**config.mk**
```make
export PLATFORM = sky130hd
export DESIGN_NAME = cbx_exec
export DESIGN_NICKNAME = d
export VERILOG_FILES = /design/src/rtl/cbx_exec.v /design/src/rtl/cbx_branch.v
export VERILOG_INCLUDE_DIRS = /design/src /design/src/rtl
export SDC_FILE = /design/constraint.sdc
export NUM_CORES = 1
export LEC_CHECK = 0
export BUFFER_PORTS_ARGS = -buffer_cell sky130_fd_sc_hd__buf_2
export CORE_AREA = 2 2 168 170
export CTS_CLUSTER_SIZE = 24
export DETAILED_ROUTE_END_ITERATION = 16
export DIE_AREA = 0 0 170 172
export PLACE_DENSITY = 0.59
export SETUP_SLACK_MARGIN = 0.05
export SYNTH_ARGS = -nofsm -noshare
export SYNTH_HDL_FRONTEND = slang
export SYNTH_HIERARCHICAL = 1
export SYNTH_SLANG_ARGS = --single-unit
```
**constraint.sdc**
```tcl
create_clock -name aclk -period 6.06 [get_ports aclk]
set_clock_uncertainty 0.05 [all_clocks]
set_input_delay 0.303 -clock aclk [delete_from_list [all_inputs] [get_ports aclk]]
set_output_delay 0.303 -clock aclk [all_outputs]
set_load 0.05 [all_outputs]
```
**src/rtl/cbx_defs.vh**
```
// Constants shared by the branch and memory transfer execution unit
`ifndef CBX_DEFS_VH
`define CBX_DEFS_VH

// Register byte offsets on the AXI4-Lite bus
`define CBX_ADDR_INSTR      8'h00
`define CBX_ADDR_STATUS     8'h04
`define CBX_ADDR_PC         8'h08
`define CBX_ADDR_ACC        8'h0c
`define CBX_ADDR_IDX_LO     8'h10
`define CBX_ADDR_IDX_HI     8'h14
`define CBX_ADDR_SELECT     8'h18

`define CBX_RESP_OKAY       2'h0
`define CBX_RESP_SLVERR     2'h2

// Operation field codes
`define CBX_OP_JUMP_COND    4'h1
`define CBX_OP_PAIR         4'h2
`define CBX_OP_ISZ          4'h7
`define CBX_OP_IO           4'he

// Operand field codes inside the transfer group
`define CBX_IO_WR_MAIN      4'h0
`define CBX_IO_WR_ST0       4'h4
`define CBX_IO_WR_ST1       4'h5
`define CBX_IO_RD_MAIN      4'h9
`define CBX_IO_RD_ROM       4'ha
`define CBX_IO_RD_ST0       4'hc
`define CBX_IO_RD_ST1       4'hd
`define CBX_IO_RD_ST2       4'he

// Transfer kinds driven on io_kind; reads sort below CBX_KIND_FIRST_WR
`define CBX_KIND_RD_MAIN    3'h0
`define CBX_KIND_RD_ST0     3'h1
`define CBX_KIND_RD_ST1     3'h2
`define CBX_KIND_RD_ST2     3'h3
`define CBX_KIND_RD_ROM     3'h4
`define CBX_KIND_WR_MAIN    3'h5
`define CBX_KIND_WR_ST0     3'h6
`define CBX_KIND_WR_ST1     3'h7
`define CBX_KIND_FIRST_WR   3'h5

// Condition bit positions in the first word's operand field
`define CBX_COND_INVERT     3
`define CBX_COND_ACC_ZERO   2
`define CBX_COND_CARRY      1
`define CBX_COND_TEST_LOW   0

// Status register bit positions
`define CBX_ST_BUSY         0
`define CBX_ST_PENDING      1
`define CBX_ST_TAKEN        2
`define CBX_ST_TEST         3
`define CBX_ST_UNSUPP       4

`define CBX_PC_RESET        12'h000
`define CBX_PC_STEP_ONE     12'h001
`define CBX_PC_STEP_TWO     12'h002
`define CBX_NIB_ZERO        4'h0
`define CBX_NIB_ONE         4'h1
`define CBX_PIN_RESET       6'h20

`endif

```
**src/rtl/cbx_exec.v**
```verilog
// Execution unit for conditional branches, pair loads and RAM/port transfers
//
// The register addresses and the AXI4-Lite slave port were chosen for this implementation.
`include "cbx_defs.vh"

module cbx_exec (
    input  wire        aclk,
    input  wire        aresetn,
    input  wire [7:0]  s_axi_awaddr,
    input  wire [2:0]  s_axi_awprot,
    input  wire        s_axi_awvalid,
    output wire        s_axi_awready,
    input  wire [31:0] s_axi_wdata,
    input  wire [3:0]  s_axi_wstrb,
    input  wire        s_axi_wvalid,
    output wire        s_axi_wready,
    output reg  [1:0]  s_axi_bresp,
    output reg         s_axi_bvalid,
    input  wire        s_axi_bready,
    input  wire [7:0]  s_axi_araddr,
    input  wire [2:0]  s_axi_arprot,
    input  wire        s_axi_arvalid,
    output wire        s_axi_arready,
    output reg  [31:0] s_axi_rdata,
    output reg  [1:0]  s_axi_rresp,
    output reg         s_axi_rvalid,
    input  wire        s_axi_rready,
    input  wire        test_pin,
    input  wire        io_ack,
    input  wire [3:0]  io_rdata,
    output reg         io_req,
    output reg  [2:0]  io_kind,
    output reg  [7:0]  io_select,
    output reg  [3:0]  io_wdata
);

    localparam IO_IDLE = 2'b00;
    localparam IO_REQ  = 2'b01;
    localparam IO_DROP = 2'b10;

    ////////////////////////////////////////////////////////////////////////
    // Helpers

    function two_word;
        input [7:0] word;
        begin
            two_word = word[7:4] == `CBX_OP_JUMP_COND
                    || word[7:4] == `CBX_OP_ISZ
                    || (word[7:4] == `CBX_OP_PAIR && !word[0]);
        end
    endfunction

    // Returns {valid, kind} for an operand in the transfer group
    function [3:0] io_decode;
        input [3:0] operand_field;
        begin
            case (operand_field)
                `CBX_IO_RD_MAIN: io_decode = {1'b1, `CBX_KIND_RD_MAIN};
                `CBX_IO_RD_ST0:  io_decode = {1'b1, `CBX_KIND_RD_ST0};
                `CBX_IO_RD_ST1:  io_decode = {1'b1, `CBX_KIND_RD_ST1};
                `CBX_IO_RD_ST2:  io_decode = {1'b1, `CBX_KIND_RD_ST2};
                `CBX_IO_RD_ROM:  io_decode = {1'b1, `CBX_KIND_RD_ROM};
                `CBX_IO_WR_MAIN: io_decode = {1'b1, `CBX_KIND_WR_MAIN};
                `CBX_IO_WR_ST0:  io_decode = {1'b1, `CBX_KIND_WR_ST0};
                `CBX_IO_WR_ST1:  io_decode = {1'b1, `CBX_KIND_WR_ST1};
                default:         io_decode = {1'b0, `CBX_KIND_RD_MAIN};
            endcase
        end
    endfunction

    function [31:0] merge;
        input [31:0] old;
        input [31:0] new_val;
        input [3:0]  strb;
        integer b;
        begin
            merge = old;
            for (b = 0; b < 4; b = b + 1) begin
                if (strb[b]) begin
                    merge[b*8 +: 8] = new_val[b*8 +: 8];
                end
            end
        end
    endfunction

    ////////////////////////////////////////////////////////////////////////
    // State

    reg        aw_held;
    reg        w_held;
    reg [7:0]  aw_addr;
    reg [31:0] w_data;
    reg [3:0]  w_strb;

    reg [11:0] pc;
    reg [3:0]  accumulator;
    reg        carry_link;
    reg [3:0]  idx [0:15];
    reg        pending;
    reg [7:0]  first_word;
    reg        taken_last;
    reg        unsupported;
    reg [1:0]  io_state;

    reg [5:0]  pin_s1;
    reg [5:0]  pin_s2;
    reg [5:0]  pin_s3;
    reg [5:0]  pin_f;

    wire        wr_fire;
    wire [7:0]  word;
    wire        instr_wr;
    wire [3:0]  isz_value;
    wire [11:0] br_next_pc;
    wire        br_taken;
    wire [3:0]  io_dec;
    wire [5:0]  agree;
    wire        test_f;
    wire        ack_f;
    wire [3:0]  rdata_f;
    wire [31:0] idx_lo;
    wire [31:0] idx_hi;
    wire [31:0] idx_lo_new;
    wire [31:0] idx_hi_new;
    wire [31:0] acc_new;
    wire [31:0] pc_new;
    reg  [31:0] rd_value;
    reg  [1:0]  rd_resp;
    integer     i;

    assign s_axi_awready = !aw_held;
    assign s_axi_wready  = !w_held;
    assign s_axi_arready = !s_axi_rvalid;
    assign wr_fire  = aw_held && w_held && !s_axi_bvalid;
    assign word     = w_data[7:0];
    assign instr_wr = wr_fire && aw_addr == `CBX_ADDR_INSTR && w_strb[0]
                   && io_state == IO_IDLE;

    assign isz_value = idx[first_word[3:0]] + `CBX_NIB_ONE;
    assign io_dec    = io_decode(word[3:0]);

    assign test_f  = pin_f[5];
    assign ack_f   = pin_f[4];
    assign rdata_f = pin_f[3:0];

    genvar g;
    generate
        for (g = 0; g < 8; g = g + 1) begin : g_idx
            assign idx_lo[g*4 +: 4] = idx[g];
            assign idx_hi[g*4 +: 4] = idx[g+8];
        end
    endgenerate

    assign idx_lo_new = merge(idx_lo, w_data, w_strb);
    assign idx_hi_new = merge(idx_hi, w_data, w_strb);
    assign acc_new    = merge({27'h0, carry_link, accumulator}, w_data, w_strb);
    assign pc_new     = merge({20'h0, pc}, w_data, w_strb);

    cbx_branch u_branch (
        .pc_first    (pc),
        .first_word  (first_word),
        .addr_word   (word),
        .accumulator (accumulator),
        .carry_link  (carry_link),
        .test_low    (!test_f),
        .isz_value   (isz_value),
        .next_pc     (br_next_pc),
        .taken       (br_taken)
    );

    ////////////////////////////////////////////////////////////////////////
    // Pin synchroniser: a bit changes once stages two and three agree

    assign agree = ~(pin_s2 ^ pin_s3);

    always @(posedge aclk) begin
        if (!aresetn) begin
            pin_s1 <= `CBX_PIN_RESET;
            pin_s2 <= `CBX_PIN_RESET;
            pin_s3 <= `CBX_PIN_RESET;
            pin_f  <= `CBX_PIN_RESET;
        end else begin
            pin_s1 <= {test_pin, io_ack, io_rdata};
            pin_s2 <= pin_s1;
            pin_s3 <= pin_s2;
            pin_f  <= (pin_f & ~agree) | (pin_s3 & agree);
        end
    end

    ////////////////////////////////////////////////////////////////////////
    // AXI4-Lite channels

    always @(posedge aclk) begin
        if (!aresetn) begin
            aw_held      <= 1'b0;
            w_held       <= 1'b0;
            aw_addr      <= 8'h00;
            w_data       <= 32'h0000_0000;
            w_strb       <= 4'h0;
            s_axi_bvalid <= 1'b0;
            s_axi_bresp  <= `CBX_RESP_OKAY;
        end else begin
            if (s_axi_awvalid && !aw_held) begin
                aw_held <= 1'b1;
                aw_addr <= s_axi_awaddr;
            end
            if (s_axi_wvalid && !w_held) begin
                w_held <= 1'b1;
                w_data <= s_axi_wdata;
                w_strb <= s_axi_wstrb;
            end
            if (wr_fire) begin
                aw_held      <= 1'b0;
                w_held       <= 1'b0;
                s_axi_bvalid <= 1'b1;
                s_axi_bresp  <= (aw_addr > `CBX_ADDR_SELECT
                                 || aw_addr[1:0] != 2'h0)
                                ? `CBX_RESP_SLVERR : `CBX_RESP_OKAY;
            end else if (s_axi_bready) begin
                s_axi_bvalid <= 1'b0;
            end
        end
    end

    always @* begin
        rd_resp  = `CBX_RESP_OKAY;
        rd_value = 32'h0000_0000;
        case (s_axi_araddr)
            `CBX_ADDR_INSTR:  rd_value = {23'h0, pending, first_word};
            `CBX_ADDR_STATUS: rd_value = {27'h0, unsupported, test_f,
                                          taken_last, pending,
                                          io_state != IO_IDLE};
            `CBX_ADDR_PC:     rd_value = {20'h0, pc};
            `CBX_ADDR_ACC:    rd_value = {27'h0, carry_link, accumulator};
            `CBX_ADDR_IDX_LO: rd_value = idx_lo;
            `CBX_ADDR_IDX_HI: rd_value = idx_hi;
            `CBX_ADDR_SELECT: rd_value = {24'h0, io_select};
            default:          rd_resp  = `CBX_RESP_SLVERR;
        endcase
    end

    always @(posedge aclk) begin
        if (!aresetn) begin
            s_axi_rvalid <= 1'b0;
            s_axi_rdata  <= 32'h0000_0000;
            s_axi_rresp  <= `CBX_RESP_OKAY;
        end else if (s_axi_arvalid && !s_axi_rvalid) begin
            s_axi_rvalid <= 1'b1;
            s_axi_rdata  <= rd_value;
            s_axi_rresp  <= rd_resp;
        end else if (s_axi_rready) begin
            s_axi_rvalid <= 1'b0;
        end
    end

    ////////////////////////////////////////////////////////////////////////
    // Instruction execution; hardware updates follow software writes so
    // that a transfer finishing in the same cycle keeps its result

    always @(posedge aclk) begin
        if (!aresetn) begin
            pc          <= `CBX_PC_RESET;
            accumulator <= `CBX_NIB_ZERO;
            carry_link  <= 1'b0;
            pending     <= 1'b0;
            first_word  <= 8'h00;
            taken_last  <= 1'b0;
            unsupported <= 1'b0;
            io_state    <= IO_IDLE;
            io_req      <= 1'b0;
            io_kind     <= `CBX_KIND_RD_MAIN;
            io_select   <= 8'h00;
            io_wdata    <= `CBX_NIB_ZERO;
            for (i = 0; i < 16; i = i + 1) begin
                idx[i] <= `CBX_NIB_ZERO;
            end
        end else begin
            if (wr_fire && aw_addr == `CBX_ADDR_PC) begin
                pc <= pc_new[11:0];
            end
            if (wr_fire && aw_addr == `CBX_ADDR_ACC) begin
                accumulator <= acc_new[3:0];
                carry_link  <= acc_new[4];
            end
            for (i = 0; i < 8; i = i + 1) begin
                if (wr_fire && aw_addr == `CBX_ADDR_IDX_LO) begin
                    idx[i] <= idx_lo_new[i*4 +: 4];
                end
                if (wr_fire && aw_addr == `CBX_ADDR_IDX_HI) begin
                    idx[i+8] <= idx_hi_new[i*4 +: 4];
                end
            end

            if (instr_wr && !pending) begin
                // Operation field in the upper nibble, operand in the lower
                unsupported <= 1'b0;
                if (two_word(word)) begin
                    pending    <= 1'b1;
                    first_word <= word;
                end else begin
                    pc <= pc + `CBX_PC_STEP_ONE;
                    if (word[7:4] == `CBX_OP_PAIR) begin
                        io_select <= {idx[{word[3:1], 1'b0}],
                                      idx[{word[3:1], 1'b1}]};
                    end else if (word[7:4] == `CBX_OP_IO && io_dec[3]) begin
                        // Selection stays put, so every transfer uses
                        // the last one sent
                        io_kind  <= io_dec[2:0];
                        io_wdata <= accumulator;
                        io_req   <= 1'b1;
                        io_state <= IO_REQ;
                    end else begin
                        unsupported <= 1'b1;
                    end
                end
            end else if (instr_wr) begin
                pending <= 1'b0;
                case (first_word[7:4])
                    `CBX_OP_JUMP_COND: begin
                        pc         <= br_next_pc;
                        taken_last <= br_taken;
                    end
                    `CBX_OP_ISZ: begin
                        idx[first_word[3:0]] <= isz_value;
                        pc         <= br_next_pc;
                        taken_last <= br_taken;
                    end
                    `CBX_OP_PAIR: begin
                        idx[{first_word[3:1], 1'b0}] <= word[7:4];
                        idx[{first_word[3:1], 1'b1}] <= word[3:0];
                        pc <= pc + `CBX_PC_STEP_TWO;
                    end
                    default: begin
                        pc <= pc + `CBX_PC_STEP_TWO;
                    end
                endcase
            end

            case (io_state)
                IO_REQ: begin
                    if (ack_f) begin
                        io_req   <= 1'b0;
                        io_state <= IO_DROP;
                        // Reads load the accumulator only; carry stays
                        if (io_kind < `CBX_KIND_FIRST_WR) begin
                            accumulator <= rdata_f;
                        end
                    end
                end
                IO_DROP: begin
                    // Wait for the chip to drop its ack so one request
                    // is never seen twice
                    if (!ack_f) begin
                        io_state <= IO_IDLE;
                    end
                end
                IO_IDLE: begin
                    // Must not undo a request started above
                end
                default: begin
                    io_state <= IO_IDLE;
                end
            endcase
        end
    end

endmodule

```
**src/rtl/cbx_branch.v**
```verilog
// Jump decision and target address for the two-word branch instructions
`include "cbx_defs.vh"

module cbx_branch (
    input  wire [11:0] pc_first,
    input  wire [7:0]  first_word,
    input  wire [7:0]  addr_word,
    input  wire [3:0]  accumulator,
    input  wire        carry_link,
    input  wire        test_low,
    input  wire [3:0]  isz_value,
    output wire [11:0] next_pc,
    output wire        taken
);

    wire [11:0] seq_pc;
    wire [3:0]  cond;
    wire        any_true;
    wire        cond_jump;
    wire        isz_jump;

    assign seq_pc = pc_first + `CBX_PC_STEP_TWO;
    assign cond   = first_word[3:0];

    assign any_true = (cond[`CBX_COND_ACC_ZERO]
                       && accumulator == `CBX_NIB_ZERO)
                    || (cond[`CBX_COND_CARRY] && carry_link)
                    || (cond[`CBX_COND_TEST_LOW] && test_low);

    assign cond_jump = first_word[7:4] == `CBX_OP_JUMP_COND
                    && (any_true ^ cond[`CBX_COND_INVERT]);
    assign isz_jump  = first_word[7:4] == `CBX_OP_ISZ
                    && isz_value != `CBX_NIB_ZERO;

    assign taken = cond_jump || isz_jump;

    // Page comes from the address after the second word, so a pair at the
    // end of a page lands on the next page
    assign next_pc = taken ? {seq_pc[11:8], addr_word}
                           : seq_pc;

endmodule

```
Word level (Yosys, flattened, before mapping). Memories as Yosys holds them, arrays and structs flattened. A register that Yosys moved wholly into a read port is not among the register bits. Index checks and enable logic that the tools add are counted. Widths: inputs -> output; s select.

Bits in registers: 146. Latch bits: 0. Memory bits (writable): 64. Bits in read-only memories: 64. Word-level logic and storage cells: 229. Memories kept: 2.

Add/sub/neg operators: 3. Multipliers: 0. Divide/modulo/power cells: 0. Magnitude comparators: 2. Equal/unequal tests: 20. Shifts and indexed selects: 0. Muxes and demuxes: 93. Bitwise gates (word level): 27. Reduce and logical (&&, ||, !) cells: 57.

Memories: (no name shown) (depth 16, width 4, rd ports 1, clocked after memory_dff 1, wr ports 0, line cbx_exec.v:57) `case (operand_field)`; idx (depth 16, width 4, rd ports 19, clocked after memory_dff 3, wr ports 16, line cbx_exec.v:98) `reg [3:0] idx [0:15];`.

Operators by type and width (count): $pmux 32 s7 (1); $mux 4 (32); $mux 8 (11); $mux 12 (4); $eq 8x5->1 const B (5); $mux 1 (36); $eq 8x4->1 const B (4); $logic_and 1x1->1 (20); $logic_not 8->1 (2); $mux 2 (8); $or 1x1->1 (16); $add 12x1->12 const B (1); $add 12x2->12 const B (1); $and 6x6->6 (2); $not 6->6 (2); $reduce_or 4->1 (3); $reduce_bool 2->1 (5); $logic_not 1->1 (9); $eq 4x1->1 const B (2); $eq 4x2->1 const B (2); $eq 4x3->1 const B (2); $eq 8x3->1 const B (1); $gt 8x5->1 const B (1); $reduce_or 7->1 (1); other kinds (19) (31).

Longest topological paths before layout.
Word-level depth: 12. Depth in mapped cells: 19. Depth with buffers taken out: 15.

Modules after synthesis. The synthesis kept the hierarchy.

By module, submodules not included: cbx_exec (times used 1, cells each 1272, area each 11806.3 um^2, seq. area each 5124.9 um^2); cbx_branch (times used 1, cells each 44, area each 337.8 um^2, seq. area each 0.0 um^2).

Least setup slack after synthesis. No wires, ideal clock.

Path kind: register to register. Start point: reg with a tool-made name. End point: reg pc[5]. Data arrival time: 3954 ps. Required time: 5890 ps. Setup slack: 1936 ps. Stages on the path, launching flop included: 19. Path through: dfxtp_1 > buf_6 > buf_12 > mux4_2 > nand2_1 > and4_1 > inv_1 > clkbuf_1 > ha_1 > xnor2_2 > buf_2 > inv_1 > nor4_1 > nor2_1 > a211oi_4 > mux2_2 > a22oi_1 > o21ai_0 > o31a_1.

RTL lines: end signal: assignment (line cbx_exec.v:262) `` pc <= `CBX_PC_RESET; ``; end signal: assignment (line cbx_exec.v:279) `pc <= pc_new[11:0];`; end signal: assignment (line cbx_exec.v:301) `` pc <= pc + `CBX_PC_STEP_ONE; ``; end: declaration (line cbx_exec.v:95) `reg [11:0] pc;`.

==> results.md <==
* Status: finished, final reports clean
* I/O Buffers at about 120
* Rel. slew slack at 0.260
* Final GP Congestion at 0.978
* R2R depth at 15
* Drt drc at 0
* Ys Warns at 6
* Hold crit path type: in -> reg
* Comb pwr share at 0.083
* Wire length per cell at ~22 um
* Placed cells at 1699
* Routed WL at 40.0 mm
* Number of library cell types mapped by synthesis at 79
* Vias in the first global route at approximately 9900
* Synthesis-to-finish area growth at 17.4%
* Hold Path End: w_data[3]
* Fin nets at approximately 1500
* Skew-Pair Late Insertion Delay at 0.54 ns
* Post-CTS Setup Bufs at 0
* IO Count at about 130
* Critical Path Fanout Max at 15
* CTS tree: built
* Final setup fails at 0
* Power per cell area at around 250 nW/um^2
* Initial core utilization at 0.442
* H-tree Lvls at 1
* Final period util at 0.740
* Final Power at 3.51 mW
* FF-to-FF setup slack at around 1.6 ns
* F_max at 223 MHz
* Startpoint types: flop
* Die Area at approximately 29000 sq um
* Post-synth ARST share at 0
* Cell taking the most area after synthesis: dfxtp_1
* Slew @ Worst Pin at 1.10 ns
* Vias per cell at roughly 6.0
* P_int at between 2 and 3 mW
* CP Capture Type: flop
* Total global routing overflow at 0
* Post-synthesis register bit count at 224
* Slew Limit Fails at 0
* Syn Inst Count at ~1300
* Capture point of the worst reg-to-reg path: pc[5]
* Pin count of the biggest net entering global routing at 59
* GRT Overall Usage at 0.272
* Core ar. at 27500 sq um
* Multi-input gate area at 6470 sq um
* TritonCTS buffer count at 25
* Mean Syn Cell Area at 9.23 sq um
* EDFF count, synth at 64
* Vias at 10800
* Share of layout cells above drive strength 1 at 0.195
* Flop pwr share at 0.470
* Unrepaired setup endpoints after global routing: false
* Max-cap violation count at 0
* Clock Path Buffers at 3
* DRT iter0 DRCs at a little over 1000
* Clk sinks at about 220
* Critical path class: reg -> reg
* Core Rows at 61
* Post-synthesis cell area at about 12000 sq um
* Final Non-Filler Cells at about 1800
* Most common cell in the netlist: nand2_1
* Die X at approximately 170 um
* CTS root buf: clkbuf_16
* Synth cell count leaders: nand2_1, dfxtp_1, nor2_1
* Psw at just under 900 uW
* Worst VDD drop at 223 uV
* Fin. Hold Viols at 0
* Die H at 172 um
* Reg clk slew, reported paths at 0.06 ns
* Hold slack at about 0.13 ns
* N_diodes at 0
* Hold wc startpoint: s_axi_wdata[3]
* Final ANT Viol Nets at 0
* Top_reg_cell synth: dfxtp_1
* P_leak at 5.53 nW
* DPL Wire Length at roughly 29 mm
* Register area share after synthesis at 0.422
* Worst Path Arrival at 4.87 ns
* Clock share of power at 0.447
* Yosys top cell area share at 0.264
* First-pass GRT wire length at 60.6 mm
* Post-route setup TNS at 0 ns
* Switching share of power at 0.249
* Largest cells by area after synthesis: dfxtp_1, edfxtp_1, mux4_2
* # fillers at approximately 2600
* Min cycle time layout at ~4.5 ns
* DRT Pass-1 Iters at 6
* Initial antenna violation count at 0
* FF+latch area at approximately 5100 sq um
* Worst Path Required at 6.44 ns
* Hold path cells at 3
==> power groups by stage <==
stage	sequential, mW	clock [mW]	combinational (mW)
2_1_floorplan	1.64	0	0.189
3_3_place_gp	1.68	0	0.264
3_5_place_dp	1.68	0	0.265
4_1_cts	1.65	1.60	0.291
5_1_grt	1.65	1.66	0.316
6_report	1.65	1.57	0.292
==> critical path, cell delays in order (launching register included) <==
cell and delay [ns]:
dfxtp_1 0.65, buf_4 0.29, mux4_1 0.55, mux4_2 0.48
clkinv_1 0.13, a31oi_4 0.12, nor2_4 0.20, inv_2 0.04
nor4_1 0.23, buf_4 0.17, nor2_1 0.06, a211oi_4 0.40
mux2_2 0.39, a22oi_1 0.15, o21ai_0 0.13, o31a_1 0.32
==> cell type report <==
| class | instances | area share |
|---|---|---|
| well taps | 346 | 0.0304 |
| flip-flops and latches | 224 | 0.360 |
| inverters | 32 | 0.00860 |
| clock buffers | 28 | 0.0447 |
| multi-input cells | 958 | 0.454 |
| repair buffers | 189 | 0.0874 |
| clock inverters | 18 | 0.0151 |
==> how the worst max path moves through the flow <==
stage / end / cells past startpoint
floorplan: pc[5] / 18
global placement: pc[5] / 15
detailed placement: pc[5] / 15
CTS: pc[5] / 15
global route: pc[5] / 15
finish: pc[5] / 15
==> routing by layer <==
layer | wire length, um | track usage | share of wire | up-vias
met5 | 0 | 0 | 0 | -
met4 | 1520 | 0.0907 | 0.038 | 0
met3 | 3540 | 0.0449 | 0.088 | 92
met2 | 17200 | 0.424 | 0.43 | 569
met1 | 17700 | 0.387 | 0.44 | 5065
li1 | - | - | - | 5040
==> cells by family after synthesis <==
kind of cell	Yosys count	share of synthesized area
AOI/OAI and AO/OA	321	0.174
xor gates and xnor gates	19	0.0143
adders and majority gates	8	0.00824
buffers and inverters	135	0.0463
DFF	224	0.422
muxes	135	0.152
other	1	0.000309
and+or+nand+nor	473	0.183
==> registers in the layout (all words and copies together) (netlist names), 2 cells and up, named ones only <==
name	flops
idx	64
s_axi_rdata	32
io_select	8
first_word	8
pin_s2	6
pin_s3	6
w_data	32
io_dec	4
io_state	2
aw_addr	8
pc	12
w_strb	4
io_kind	3
accumulator	4
pin_s1	6
io_wdata	4
==> stage by stage <==
stage	instance area, sq um	util	worst slack [ns]
after floorplan	12100	-	1.94
final	14300	0.519	1.57
after global placement	12900	0.470	1.64
after global routing	14300	0.519	1.26
after detailed placement	12900	0.470	1.59
after CTS	14300	0.519	1.58
==> cell usage in the layout (no fill, tap or decap), types with 6 or more instances in the layout <==
| master | instances |
|---|---|
| clkbuf_16 | 25 |
| dlygate4sd3_1 | 50 |
| inv_1 | 29 |
| a21oi_1 | 103 |
| xor2_1 | 10 |
| buf_2 | 119 |
| or3_1 | 8 |
| a222oi_1 | 10 |
| a221o_1 | 10 |
| o22ai_1 | 10 |
| a211oi_1 | 15 |
| a22oi_1 | 52 |
| ha_1 | 8 |
| nand4_1 | 9 |
| nor2b_1 | 10 |
| nor2_1 | 134 |
| nor3_1 | 27 |
| and3_1 | 6 |
| mux2_2 | 45 |
| nor4_1 | 11 |
| buf_4 | 20 |
| o21ai_0 | 59 |
| and2_1 | 22 |
| o21ai_1 | 9 |
| mux2i_1 | 56 |
| nand2_1 | 166 |
| edfxtp_1 | 64 |
| dfxtp_1 | 159 |
| nand3_1 | 21 |
| nand2b_1 | 21 |
| mux4_2 | 30 |
| or2_2 | 6 |
| xnor2_1 | 8 |
==> repair_timing <==
action	CTS	global route
hold endpoints to repair	50	0
resized for setup	0	0
hold buffers	50	0
No activity file was read; power rests on OpenSTA's default activity.
